## src/rtl/hbe_regs.svh

```systemverilog
// Timing and reset constants of the host bus emulation block
`ifndef HBE_REGS_SVH
`define HBE_REGS_SVH
// System clock period, picoseconds
`define HBE_SYS_PERIOD_PS 5000
// Bus clock half period, picoseconds
`define HBE_BUS_HALF_PS 41600
// Bus clock half period in system cycles
`define HBE_BUS_HALF_CYC (`HBE_BUS_HALF_PS / `HBE_SYS_PERIOD_PS)
// Longest address latch pulse, bus clocks
`define HBE_ALE_MAX_CLK 2
// Longest write strobe, bus clocks
`define HBE_WR_MAX_CLK 6
// Longest read strobe, bus clocks
`define HBE_RD_MAX_CLK 5
// Synchroniser reset value: suspend, ready, aux, mux bus
`define HBE_SYNC_RST 12'h400
`endif

```

## src/rtl/hbe_pkg.sv

```systemverilog
// Types shared by the host bus emulation block
package hbe_pkg;
    // Commands from the serial engine
    typedef enum logic [3:0] {
        OP_RD = 4'h0,
        OP_RD_EXT = 4'h1,
        OP_WR = 4'h2,
        OP_WR_EXT = 4'h3,
        OP_AUX_SET = 4'h4,
        OP_AUX_CLR = 4'h5,
        OP_AUX_DIR = 4'h6,
        OP_AUX_RD = 4'h7,
        OP_WAIT_HI = 4'h8,
        OP_WAIT_LO = 4'h9
    } hbe_op_type;
    // One command word
    typedef struct packed {
        hbe_op_type op;
        logic [7:0] addr_hi;
        logic [7:0] addr_lo;
        logic [7:0] data;
    } hbe_cmd_type;
    // Bus sequencer states, Gray along the access path except S_REL back to S_IDLE
    typedef enum logic [2:0] {
        S_IDLE = 3'h0,
        S_ADDR = 3'h1,
        S_ALE = 3'h3,
        S_CS = 3'h2,
        S_STB = 3'h6,
        S_REL = 3'h7,
        S_WAIT = 3'h4
    } hbe_state_type;
endpackage

```

## src/rtl/hbe_host_bus.sv

```systemverilog
// Host bus emulation: 8-bit multiplexed MCU bus master
//
// Behaviour
// RULE_01: Chip select low once per access
// RULE_02: Address latch pulse high over low address
// RULE_03: Write data valid before and after strobe
// RULE_04: Ready low stretches the access
// RULE_05: Bus clock driven out on own pin
// RULE_06: Aux lines set, cleared, read by command
// RULE_07: Wait commands stall until irq level
// RULE_08: After wait, queued read proceeds normally
// RULE_09: Host keeps irq line an input; OP_AUX_DIR can still set AUX_OE_O[1] and drive it
// RULE_10: Upper address on eight output lines
// RULE_11: Low lines carry address then data
// RULE_12: Suspend may pull input lines low
// RULE_13: Latch pulse one clock, two if stalled
// RULE_14: Write strobe up to six clocks stalled
// RULE_15: Chip select rises half clock later
// RULE_16: Only extended ops change upper address
// RULE_17: Read releases bus, strobe under select
// RULE_18: Strobes exclusive, none during latch pulse
`timescale 1ns/1ps
`default_nettype none
`include "hbe_regs.svh"
module hbe_host_bus #(
    parameter int HALF_CYC = `HBE_BUS_HALF_CYC
) (
    // Clock and reset
    input wire logic CLK_SYS_I,
    input wire logic RST_I,
    // Command side
    input wire logic CMD_VALID_I,
    input wire hbe_pkg::hbe_cmd_type CMD_I,
    output logic CMD_READY_O,
    output logic RSP_VALID_O,
    output logic [7:0] RSP_DATA_O,
    // Multiplexed bus
    input wire logic [7:0] MUX_I,
    output logic [7:0] MUX_O,
    output logic MUX_OE_O,
    output logic [7:0] ADDR_HI_O,
    output logic CS_N_O,
    output logic ALE_O,
    output logic RD_N_O,
    output logic WR_N_O,
    // Ready and bus clock
    input wire logic WAIT_READY_IN_I,
    output logic BUS_CLOCK_O,
    // Auxiliary lines
    input wire logic [1:0] AUX_I,
    output logic [1:0] AUX_O,
    output logic [1:0] AUX_OE_O,
    // Suspend pull control
    input wire logic SUSPEND_POWER_FLAG_I,
    input wire logic PULL_LOW_CFG_I,
    output logic PULL_DN_O
);
    // ****************************************
    // Synchronisers and bus clock
    // ****************************************
    logic [11:0] sync_q;
    wire logic [7:0] mux_s = sync_q[7:0];
    wire logic [1:0] aux_s = sync_q[9:8];
    wire logic rdy_s = sync_q[10];
    wire logic susp_s = sync_q[11];
    logic bus_clk;
    logic rise;
    logic fall;

    hbe_sync #(.W(12), .RST_VAL(`HBE_SYNC_RST)) u_sync (
        .clk_i(CLK_SYS_I),
        .rst_i(RST_I),
        .d_i({SUSPEND_POWER_FLAG_I, WAIT_READY_IN_I, AUX_I, MUX_I}),
        .q_o(sync_q)
    );

    hbe_clkdiv #(.HALF(HALF_CYC)) u_div (
        .clk_i(CLK_SYS_I),
        .rst_i(RST_I),
        .bus_clk_o(bus_clk),
        .rise_o(rise),
        .fall_o(fall)
    );

    // ****************************************
    // Sequencer state
    // ****************************************
    hbe_pkg::hbe_state_type st_reg, st_next;
    hbe_pkg::hbe_cmd_type cmd_reg, cmd_next;
    logic [2:0] cnt_reg, cnt_next;
    logic [7:0] mux_next, addr_hi_next, rsp_data_next;
    logic oe_next, cs_n_next, ale_next, rd_n_next, wr_n_next, rsp_valid_next;
    logic [1:0] aux_next, aux_oe_next;

    // Decoded command and status
    wire logic accept = CMD_VALID_I && CMD_READY_O;
    wire logic is_rd = (cmd_reg.op == hbe_pkg::OP_RD) || (cmd_reg.op == hbe_pkg::OP_RD_EXT);
    wire logic want_hi = (cmd_reg.op == hbe_pkg::OP_WAIT_HI);
    wire logic [2:0] stb_lim = is_rd ? 3'(`HBE_RD_MAX_CLK - 1) : 3'(`HBE_WR_MAX_CLK - 1); // RULE_14
    wire logic stretch = !rdy_s && (cnt_reg < stb_lim);
    wire logic ready_next = (st_next == hbe_pkg::S_IDLE);

    // Next-state and output decode
    always_comb
    begin
        st_next = st_reg;
        cmd_next = accept ? CMD_I : cmd_reg;
        cnt_next = cnt_reg;
        mux_next = MUX_O;
        oe_next = MUX_OE_O;
        addr_hi_next = ADDR_HI_O;
        cs_n_next = CS_N_O;
        ale_next = ALE_O;
        rd_n_next = RD_N_O;
        wr_n_next = WR_N_O;
        aux_next = AUX_O;
        aux_oe_next = AUX_OE_O;
        rsp_valid_next = 1'b0;
        rsp_data_next = RSP_DATA_O;
        unique case (st_reg)
            hbe_pkg::S_IDLE:
            begin
                if (accept)
                begin
                    unique case (CMD_I.op)
                        hbe_pkg::OP_RD, hbe_pkg::OP_WR, hbe_pkg::OP_RD_EXT, hbe_pkg::OP_WR_EXT:
                        begin
                            st_next = hbe_pkg::S_ADDR;
                            mux_next = CMD_I.addr_lo; // RULE_11
                            oe_next = 1'b1;
                            if (CMD_I.op == hbe_pkg::OP_RD_EXT || CMD_I.op == hbe_pkg::OP_WR_EXT)
                                addr_hi_next = CMD_I.addr_hi; // RULE_16
                        end
                        hbe_pkg::OP_AUX_SET: aux_next = AUX_O | CMD_I.data[1:0]; // RULE_06
                        hbe_pkg::OP_AUX_CLR: aux_next = AUX_O & ~CMD_I.data[1:0]; // RULE_06
                        hbe_pkg::OP_AUX_DIR: aux_oe_next = CMD_I.data[1:0]; // RULE_06
                        hbe_pkg::OP_AUX_RD:
                        begin
                            rsp_valid_next = 1'b1; // RULE_06
                            rsp_data_next = {6'h00, aux_s};
                        end
                        hbe_pkg::OP_WAIT_HI, hbe_pkg::OP_WAIT_LO: st_next = hbe_pkg::S_WAIT; // RULE_07
                        default: st_next = hbe_pkg::S_IDLE;
                    endcase
                end
            end
            hbe_pkg::S_ADDR:
            begin
                if (rise)
                begin
                    st_next = hbe_pkg::S_ALE;
                    ale_next = 1'b1; // RULE_02
                    cnt_next = 3'h0;
                end
            end
            hbe_pkg::S_ALE:
            begin
                if (rise && !rdy_s && cnt_reg == 3'h0)
                    cnt_next = 3'(`HBE_ALE_MAX_CLK - 1); // RULE_13
                else if (rise)
                begin
                    st_next = hbe_pkg::S_CS;
                    ale_next = 1'b0;
                    cs_n_next = 1'b0; // RULE_01
                    cnt_next = 3'h0;
                    if (is_rd)
                        oe_next = 1'b0; // RULE_17
                    else
                        mux_next = cmd_reg.data; // RULE_03
                end
            end
            hbe_pkg::S_CS:
            begin
                if (rise)
                begin
                    st_next = hbe_pkg::S_STB;
                    rd_n_next = !is_rd; // RULE_17
                    wr_n_next = is_rd; // RULE_18
                end
            end
            hbe_pkg::S_STB:
            begin
                if (rise && stretch)
                    cnt_next = cnt_reg + 3'h1; // RULE_04
                else if (rise)
                begin
                    st_next = hbe_pkg::S_REL;
                    rd_n_next = 1'b1;
                    wr_n_next = 1'b1;
                    if (is_rd)
                        rsp_data_next = mux_s; // RULE_17
                end
            end
            hbe_pkg::S_REL:
            begin
                if (fall)
                begin
                    st_next = hbe_pkg::S_IDLE;
                    cs_n_next = 1'b1; // RULE_15
                    oe_next = 1'b1;
                    rsp_valid_next = is_rd;
                end
            end
            hbe_pkg::S_WAIT:
            begin
                // Next queued command, usually a read, follows the wait
                if (aux_s[1] == want_hi)
                    st_next = hbe_pkg::S_IDLE; // RULE_08
            end
            default: st_next = hbe_pkg::S_IDLE;
        endcase
    end

    // ****************************************
    // Registers
    // ****************************************
    // Sequencer and command hold
    always_ff @(posedge CLK_SYS_I or posedge RST_I)
    begin
        if (RST_I)
        begin
            st_reg <= hbe_pkg::S_IDLE;
            cmd_reg <= '0;
            cnt_reg <= 3'h0;
            CMD_READY_O <= 1'b0;
        end
        else
        begin
            st_reg <= st_next;
            cmd_reg <= cmd_next;
            cnt_reg <= cnt_next;
            CMD_READY_O <= ready_next;
        end
    end

    // Bus pins
    always_ff @(posedge CLK_SYS_I or posedge RST_I)
    begin
        if (RST_I)
        begin
            MUX_O <= 8'h00;
            MUX_OE_O <= 1'b1;
            ADDR_HI_O <= 8'h00;
            CS_N_O <= 1'b1;
            ALE_O <= 1'b0;
            RD_N_O <= 1'b1;
            WR_N_O <= 1'b1;
        end
        else
        begin
            MUX_O <= mux_next;
            MUX_OE_O <= oe_next;
            ADDR_HI_O <= addr_hi_next; // RULE_10
            CS_N_O <= cs_n_next;
            ALE_O <= ale_next;
            RD_N_O <= rd_n_next;
            WR_N_O <= wr_n_next;
        end
    end

    // Aux lines, response, clock and pull
    always_ff @(posedge CLK_SYS_I or posedge RST_I)
    begin
        if (RST_I)
        begin
            AUX_O <= 2'h0;
            AUX_OE_O <= 2'h0;
            RSP_VALID_O <= 1'b0;
            RSP_DATA_O <= 8'h00;
            BUS_CLOCK_O <= 1'b0;
            PULL_DN_O <= 1'b0;
        end
        else
        begin
            AUX_O <= aux_next;
            AUX_OE_O <= aux_oe_next;
            RSP_VALID_O <= rsp_valid_next;
            RSP_DATA_O <= rsp_data_next;
            BUS_CLOCK_O <= bus_clk; // RULE_05
            PULL_DN_O <= PULL_LOW_CFG_I && susp_s; // RULE_12
        end
    end

    // ****************************************
    // Assertions
    // ****************************************
    localparam int HALF_C = HALF_CYC;
    localparam int PER_C = 2 * HALF_CYC;
    logic [7:0] ale_len;
    logic [7:0] wr_len;

    // Pulse length counters
    always_ff @(posedge CLK_SYS_I or posedge RST_I)
    begin
        if (RST_I)
        begin
            ale_len <= 8'h00;
            wr_len <= 8'h00;
        end
        else
        begin
            ale_len <= ALE_O ? ale_len + 8'h01 : 8'h00;
            wr_len <= !WR_N_O ? wr_len + 8'h01 : 8'h00;
        end
    end
endmodule
`default_nettype wire

```

## src/rtl/hbe_sync.sv

```systemverilog
// Three-stage pin synchroniser with agreement filter
`timescale 1ns/1ps
`default_nettype none
module hbe_sync #(
    parameter int W = 1,
    parameter logic [W-1:0] RST_VAL = '0
) (
    // Clock and reset
    input wire logic clk_i,
    input wire logic rst_i,
    // Pins in, filtered levels out
    input wire logic [W-1:0] d_i,
    output logic [W-1:0] q_o
);
    logic [W-1:0] ff1_reg;
    logic [W-1:0] ff2_reg;
    logic [W-1:0] ff3_reg;

    // Three-flop chain
    always_ff @(posedge clk_i or posedge rst_i)
    begin
        if (rst_i)
        begin
            ff1_reg <= RST_VAL;
            ff2_reg <= RST_VAL;
            ff3_reg <= RST_VAL;
        end
        else
        begin
            ff1_reg <= d_i;
            ff2_reg <= ff1_reg;
            ff3_reg <= ff2_reg;
        end
    end

    // A bit changes once stages two and three agree
    for (genvar b = 0; b < W; b++)
    begin : g_bit
        always_ff @(posedge clk_i or posedge rst_i)
        begin
            if (rst_i)
                q_o[b] <= RST_VAL[b];
            else if (ff2_reg[b] == ff3_reg[b])
                q_o[b] <= ff3_reg[b];
        end
    end
endmodule
`default_nettype wire

```

## src/rtl/hbe_clkdiv.sv

```systemverilog
// Bus clock divider with edge ticks
`timescale 1ns/1ps
`default_nettype none
module hbe_clkdiv #(
    parameter int HALF = 8
) (
    // Clock and reset
    input wire logic clk_i,
    input wire logic rst_i,
    // Divided clock and its edge ticks
    output logic bus_clk_o,
    output logic rise_o,
    output logic fall_o
);
    logic [7:0] cnt_reg;
    wire logic wrap = (cnt_reg == 8'(HALF - 1));

    // Toggle every half period
    always_ff @(posedge clk_i or posedge rst_i)
    begin
        if (rst_i)
        begin
            cnt_reg <= 8'h00;
            bus_clk_o <= 1'b0;
            rise_o <= 1'b0;
            fall_o <= 1'b0;
        end
        else
        begin
            cnt_reg <= wrap ? 8'h00 : cnt_reg + 8'h01;
            bus_clk_o <= wrap ? ~bus_clk_o : bus_clk_o;
            rise_o <= wrap && !bus_clk_o;
            fall_o <= wrap && bus_clk_o;
        end
    end
endmodule
`default_nettype wire

```

## config.mk

```make
export PLATFORM = sky130hd
export DESIGN_NAME = hbe_host_bus
export DESIGN_NICKNAME = d
export VERILOG_FILES = /design/src/rtl/hbe_pkg.sv /design/src/rtl/hbe_host_bus.sv /design/src/rtl/hbe_sync.sv /design/src/rtl/hbe_clkdiv.sv
export VERILOG_INCLUDE_DIRS = /design/src /design/src/rtl
export SDC_FILE = /design/constraint.sdc
export NUM_CORES = 1
export LEC_CHECK = 0
export BUFFER_PORTS_ARGS = -buffer_cell sky130_fd_sc_hd__buf_4
export CORE_AREA = 2 2 107 109
export CTS_BUF_LIST = sky130_fd_sc_hd__clkbuf_8
export DETAILED_ROUTE_END_ITERATION = 10
export DIE_AREA = 0 0 109 111
export SLEW_MARGIN = 20
export SYNTH_ARGS = -nofsm -noshare
export SYNTH_HDL_FRONTEND = slang
export SYNTH_SLANG_ARGS = --single-unit
```

## constraint.sdc

```tcl
create_clock -name CLK_SYS_I -period 6.7 [get_ports CLK_SYS_I]
set_input_delay 1.34 -clock CLK_SYS_I [delete_from_list [all_inputs] [get_ports CLK_SYS_I]]
set_output_delay 1.34 -clock CLK_SYS_I [all_outputs]
set_load 0.02 [all_outputs]
```

Word-level counts from Yosys, hierarchy flattened
Index checks and enable logic that the tools add are counted.
{ "word_totals": {"register_bits": 114, "wordCells": 179} }
{ "op_classes": {"add_sub_neg": 2, "magnitude_cmp": 1, "eq_ne": 45, "muxes": 51, "bitwise": 4, "reduce_logical": 39} }
{ "ops": {"columns": ["cell", "count"], "rows": [
  ["8-bit 2-to-1 mux", 11],
  ["3-bit 2-to-1 mux", 12],
  ["8-bit case mux with 2 select lines", 2],
  ["3-bit case mux with 7 select lines", 1],
  ["3-bit case mux with 3 select lines", 2],
  ["4-bit by 3-bit equality test with 1-bit output (second input constant)", 4],
  ["1-bit 2-to-1 mux", 16],
  ["4-bit AND reduction", 4],
  ["2-bit by 1-bit inequality test with 1-bit output (second input constant)", 7],
  ["2-bit inequality test (second input constant)", 7],
  ["1-bit equality test", 13],
  ["4-bit equality test (second input constant)", 3],
  ["6-bit AND reduction", 2],
  ["2-bit nonzero test", 6],
  ["1-bit case mux with 2 select lines", 5],
  ["3-bit equality test (second input constant)", 3],
  ["3-bit logical NOT", 3],
  ["8-bit by 1-bit adder with 8-bit output (second input constant)", 1],
  ["4-bit by 1-bit equality test with 1-bit output (second input constant)", 2],
  ["4-bit by 2-bit equality test with 1-bit output (second input constant)", 2],
  ["8-bit by 3-bit equality test with 1-bit output (second input constant)", 1],
  ["1-bit logical AND", 8],
  ["4-bit logical NOT", 2],
  ["4-bit OR reduction", 2],
  ["17 further kinds", 23]
]} }

Longest topological paths before layout
{ "logic_depth": {"ltp_word": 9, "depth_mapped": 6} }

Cells and area by module
From an unflattened synthesis, not the netlist that was laid out.
{ "unflattened": {"cells_unflattened": 336, "hier_area_um2": 4506.8} }
{ "by_module_without_submodules": {"columns": ["module", "instances", "cells_per_inst", "area_each_um2", "seq_area_each_um2"], "rows": [
  ["hbe_host_bus", 1, 239, 2716.4, 1381.3],
  ["hbe_sync", 1, 61, 1345.0, 1206.2],
  ["hbe_clkdiv", 1, 36, 445.4, 275.3]
]} }

Worst setup path before layout
OpenSTA, ideal clock, no wires.
{ "synth_path": {"kind": "input to register", "startpoint": "input port CMD_I[27] (netlist bit)", "endpoint": "register ADDR_HI_O[0]", "t_arrival_ns": 2.858, "required_ns": 6.575, "path_slack_ns": 3.717, "path_stages": 5, "path_buffers": 1, "cell_sequence": "or3_1 > buf_2 > or3_4 > nor3b_4 > mux2_2"} }
{ "synth_via": {"elab_chain_cells": 3, "elab_cells_between_ends": 7, "classes_between": "eq/ne (3); reduce/logical (4)"} }
{ "synth_rtl": {"columns": ["element", "line", "source"], "rows": [
  ["start, declared", "hbe_host_bus.sv:33", "input wire hbe_pkg::hbe_cmd_type CMD_I,"],
  ["4-bit by 1-bit equality test with 1-bit output (tied with other cells)", "hbe_host_bus.sv:125, hbe_host_bus.sv:131", null],
  ["4-bit OR reduction / 1-bit logical OR (equally long branches)", "hbe_host_bus.sv:125, hbe_host_bus.sv:131", null],
  ["4-bit AND reduction (no source line) (*)", null, null],
  ["end signal, assigned", "hbe_host_bus.sv:253", "ADDR_HI_O <= addr_hi_next;"],
  ["end, declared", "hbe_host_bus.sv:41", "output logic [7:0] ADDR_HI_O,"]
]} }
Mark *: on every way between the ends. The rest lies on a longest branch, timed or not.
A chain may end at the register's enable or synchronous reset.

Worst setup path after layout
{ "layout_path": {"startpoint": "input port CMD_I[27] (netlist bit)", "endpoint": "register MUX_O[5]"} }
{ "layout_via": {"elab_chain_cells": 4, "elab_cells_between_ends": 7, "classes_between": "eq/ne (4); reduce/logical (3)"} }
{ "layout_rtl": {"columns": ["element", "line", "source"], "rows": [
  ["4-bit by 1-bit equality test with 1-bit output (tied with other cells)", "hbe_host_bus.sv:125", "unique case (CMD_I.op)"],
  ["4-bit OR reduction (*)", "hbe_host_bus.sv:125", null],
  ["2-bit by 1-bit inequality test with 1-bit output (no source line) (*)", null, null],
  ["6-bit AND reduction (no source line) (*)", null, null],
  ["end signal, assigned", "hbe_host_bus.sv:251", "MUX_O <= mux_next;"],
  ["end, declared", "hbe_host_bus.sv:39", "output logic [7:0] MUX_O,"]
]} }
Marks and branches as above.

==> flow_metrics.tcl <==
set metrics [dict create \
    synthTopCellsByArea "dfrtp_1 62%, mux2_2 10%, dfstp_2 4.9%" \
    grt_pass1_vias 2695 \
    synthFlopType "dfrtp_1" \
    dp_hpwl_mm 5.412 \
    fp-row-count 39 \
    clk_pin_slew_ns 0.07 \
    die_area_um2 12100 \
    ys_seq_area_share_pct 66.80 \
    num-nets-final 440 \
    final.period_utilization_pct 41.74 \
    drv_slew 0 \
    p_per_area_nw_per_um2 351.1 \
    crit_type "input pin to flip-flop" \
    grt_max_degree 73 \
    grt_pass1_wl_mm 13.28 \
    syn_nets 347 \
    vias 2649 \
    setup_violations 0 \
    first_pass_iters 4 \
    rr_worst_depth 4 \
    diodes 0 \
    pwr-share-seq_pct 46.9 \
    clkPwrFrac_pct 33.7 \
    critPathMaxFanout 8 \
    overflow 0 \
    die_w_um 109 \
    required_ns 6.99 \
    multiInputGateArea_um2 1343 \
    cts_buffer_depth 2 \
    io-pin-count 81 \
    ctsResizeCount 0 \
    utilization_pct 49.17 \
    clk-insertion-delay-late_ns 0.42 \
    grt_setup_unrepaired "false" \
    drive_above_1_share_pct 40.25 \
    hold_buffers 0 \
    drt_iter0_markers 107 \
    switching_share_pct 28.09 \
    cts_buffers 17 \
    avgViaCountPerCell 4.834 \
    fp.coreArea_um2 11080 \
    hold_depth 0 \
    worst_pin_slew_ns 0.9518 \
    intPower_uw 1375 \
    combPwrFrac_pct 19.4 \
    outcome "finished, final reports clean" \
    final.min_clock_period_ns 2.797 \
    drt-total-wl_mm 8.036 \
    cts_root_buffer "clkbuf_8" \
    synth_top_cell_by_area "dfrtp_1" \
    clock-sinks 114 \
    syn_area_um2 4285 \
    max_freq_ghz 0.3575 \
    yosys_warnings 0 \
    htreeDepth 4 \
    synthArstFlopShare_pct 100.0 \
    critPathArrivalTime_ns 3.09 \
    n_fill_cell 975 \
    synth_seq_cells 114 \
    p_leak_uw 0.002531 \
    antenna_found_initial 0 \
    cts_tree "yes" \
    finalWeightedCongestion 0.8364 \
    wl_per_cell_um 14.66 \
    drv_cap 0 \
    cp-start-kind "input pin" \
    synth.distinct_cells 48 \
    grt_usage_pct 14.42 \
    postRouteAntennaNets 0 \
    power.switching_uw 537.2 \
    end_kind "flip-flop" \
    final_hold_viol_count 0 \
    portBuffers 80 \
    die_y_um 111 \
    vdd_drop_max_mv 0.1342 \
    relSlewSlack_pct 36.06 \
    clock_skew_ns 0.01116 \
    yosys.area.top_type_share_pct 61.90 \
    drc 0 \
    initial_core_util_pct 38.69 \
    synth_cells 300 \
    cts_setup_buffers 0 \
    syn2layout_area_growth_pct 27.09 \
    hold_path.class "flip-flop to flip-flop" \
    synth_edf_count 0 \
    seq_area_um2 2863 \
    avgSynthCellArea_um2 14.28 \
    fin_setup_tns_ns 0 \
]
## kinds of logic (layout without fill, tap and decap cells)
logic type | Yosys count | in the layout | synth area share, %
compound gates | 43 | 43 | 7.095
simple gates | 61 | 61 | 8.467
buf+inv | 19 | 124 | 1.868
mux | 40 | 40 | 10.45
fa+ha+maj | 15 | 15 | 3.679
xor+xnor | 8 | 8 | 1.635
flops | 114 | 114 | 66.80
## layout make-up
type / count / area share, %
multi-input combinational: 167 / 24.65
inverter: 11 / 0.8040
sequential: 114 / 52.56
clock buffer: 19 / 4.801
timing repair buffer: 82 / 11.30
clock inverter: 12 / 2.596
tap: 143 / 3.285
## Yosys cell counts, types with 2 or more instances
library cell / number
maj3_1: 12
dfstp_2: 8
nand2b_1: 2
nor2_1: 4
nand2_1: 12
xnor2_1: 5
a21boi_0: 3
nor2b_1: 2
nand3_1: 6
a22o_1: 6
mux2i_1: 2
nor4_1: 3
o21ai_0: 9
a22oi_1: 2
and2_1: 2
nor4b_1: 2
or3_1: 5
nand3b_1: 4
dfrtp_1: 106
ha_1: 3
a31oi_1: 4
or4_1: 2
xor2_1: 3
o32a_1: 2
nor3_1: 9
inv_1: 11
o22ai_1: 4
clkbuf_1: 5
mux2_2: 38
a21oi_1: 4
and3_1: 3
## worst max-delay path, stage by stage
cell and delay (ns):
buf_4 0.11, or3_1 0.39, or3_4 0.42, a21oi_2 0.43, mux2_2 0.39
## power groups by stage
stage	sequential, µW	combinational (µW)	clock [µW]
6_report	898	371	644
5_1_grt	914	405	694
4_1_cts	899	376	664
3_5_place_dp	910	374	0
3_3_place_gp	907	367	0
2_1_floorplan	939	190	0
## cells in the final DEF, fill, tap and decap left out, types with 3 or more instances in the layout
cell       netlist  layout
or3_1            5       5
nand3_1          6       6
bufinv_16        0       3
and3_1           3       3
o21ai_0          9       9
a22o_1           6       6
maj3_1          12      12
nor4_1           3       3
nand3b_1         4       4
clkinv_2         0       4
nor2_1           4       4
a21oi_1          4       4
inv_1           11      12
a31oi_1          4       4
dfrtp_1        106     106
dfstp_2          8       8
xnor2_1          5       5
nand2_1         12      12
a21boi_0         3       3
xor2_1           3       3
o22ai_1          4       4
nor3_1           9       9
clkbuf_8         0      19
buf_4            0      82
ha_1             3       3
mux2_2          38      38
## final timing paths
path / from / end / slack (ns)
setup / recovery: CMD_I[27] / MUX_O[5] / 3.90
hold / removal: u_sync.ff1_reg[4] / u_sync.ff2_reg[4] / 0.35
setup reg to reg: st_reg[1] / RSP_DATA_O[6] / 4.17
hold reg to reg: u_sync.ff1_reg[4] / u_sync.ff2_reg[4] / 0.35
max in group asynchronous: RST_I / u_sync.ff1_reg[11] / 4.45
min in group asynchronous: RST_I / u_sync.ff1_reg[2] / 0.97
## metrics by stage
step	power (µW)	cell area (µm²)	hold WS, ns	setup slack [ns]	std cells
final	1912	5446	0.3488	3.903	548
after global routing	2013	5446	0.3614	3.870	548
after CTS	1938	5446	0.3506	3.925	548
after detailed placement	1284	5044	0.3347	3.478	517
after global placement	1273	5044	0.3324	3.522	517
after floorplan	1129	4285	0.3312	2.358	300
## layer usage
layer  vias to the layer above  routed length [µm]  track usage, %
li1                       1263                   -               -
met5                         -                   0               0
met1                      1307                3672           18.94
met4                         0                  95           6.239
met2                        69                3865           21.82
met3                        10                 403           4.644
Power figures use the tool's default switching activity.
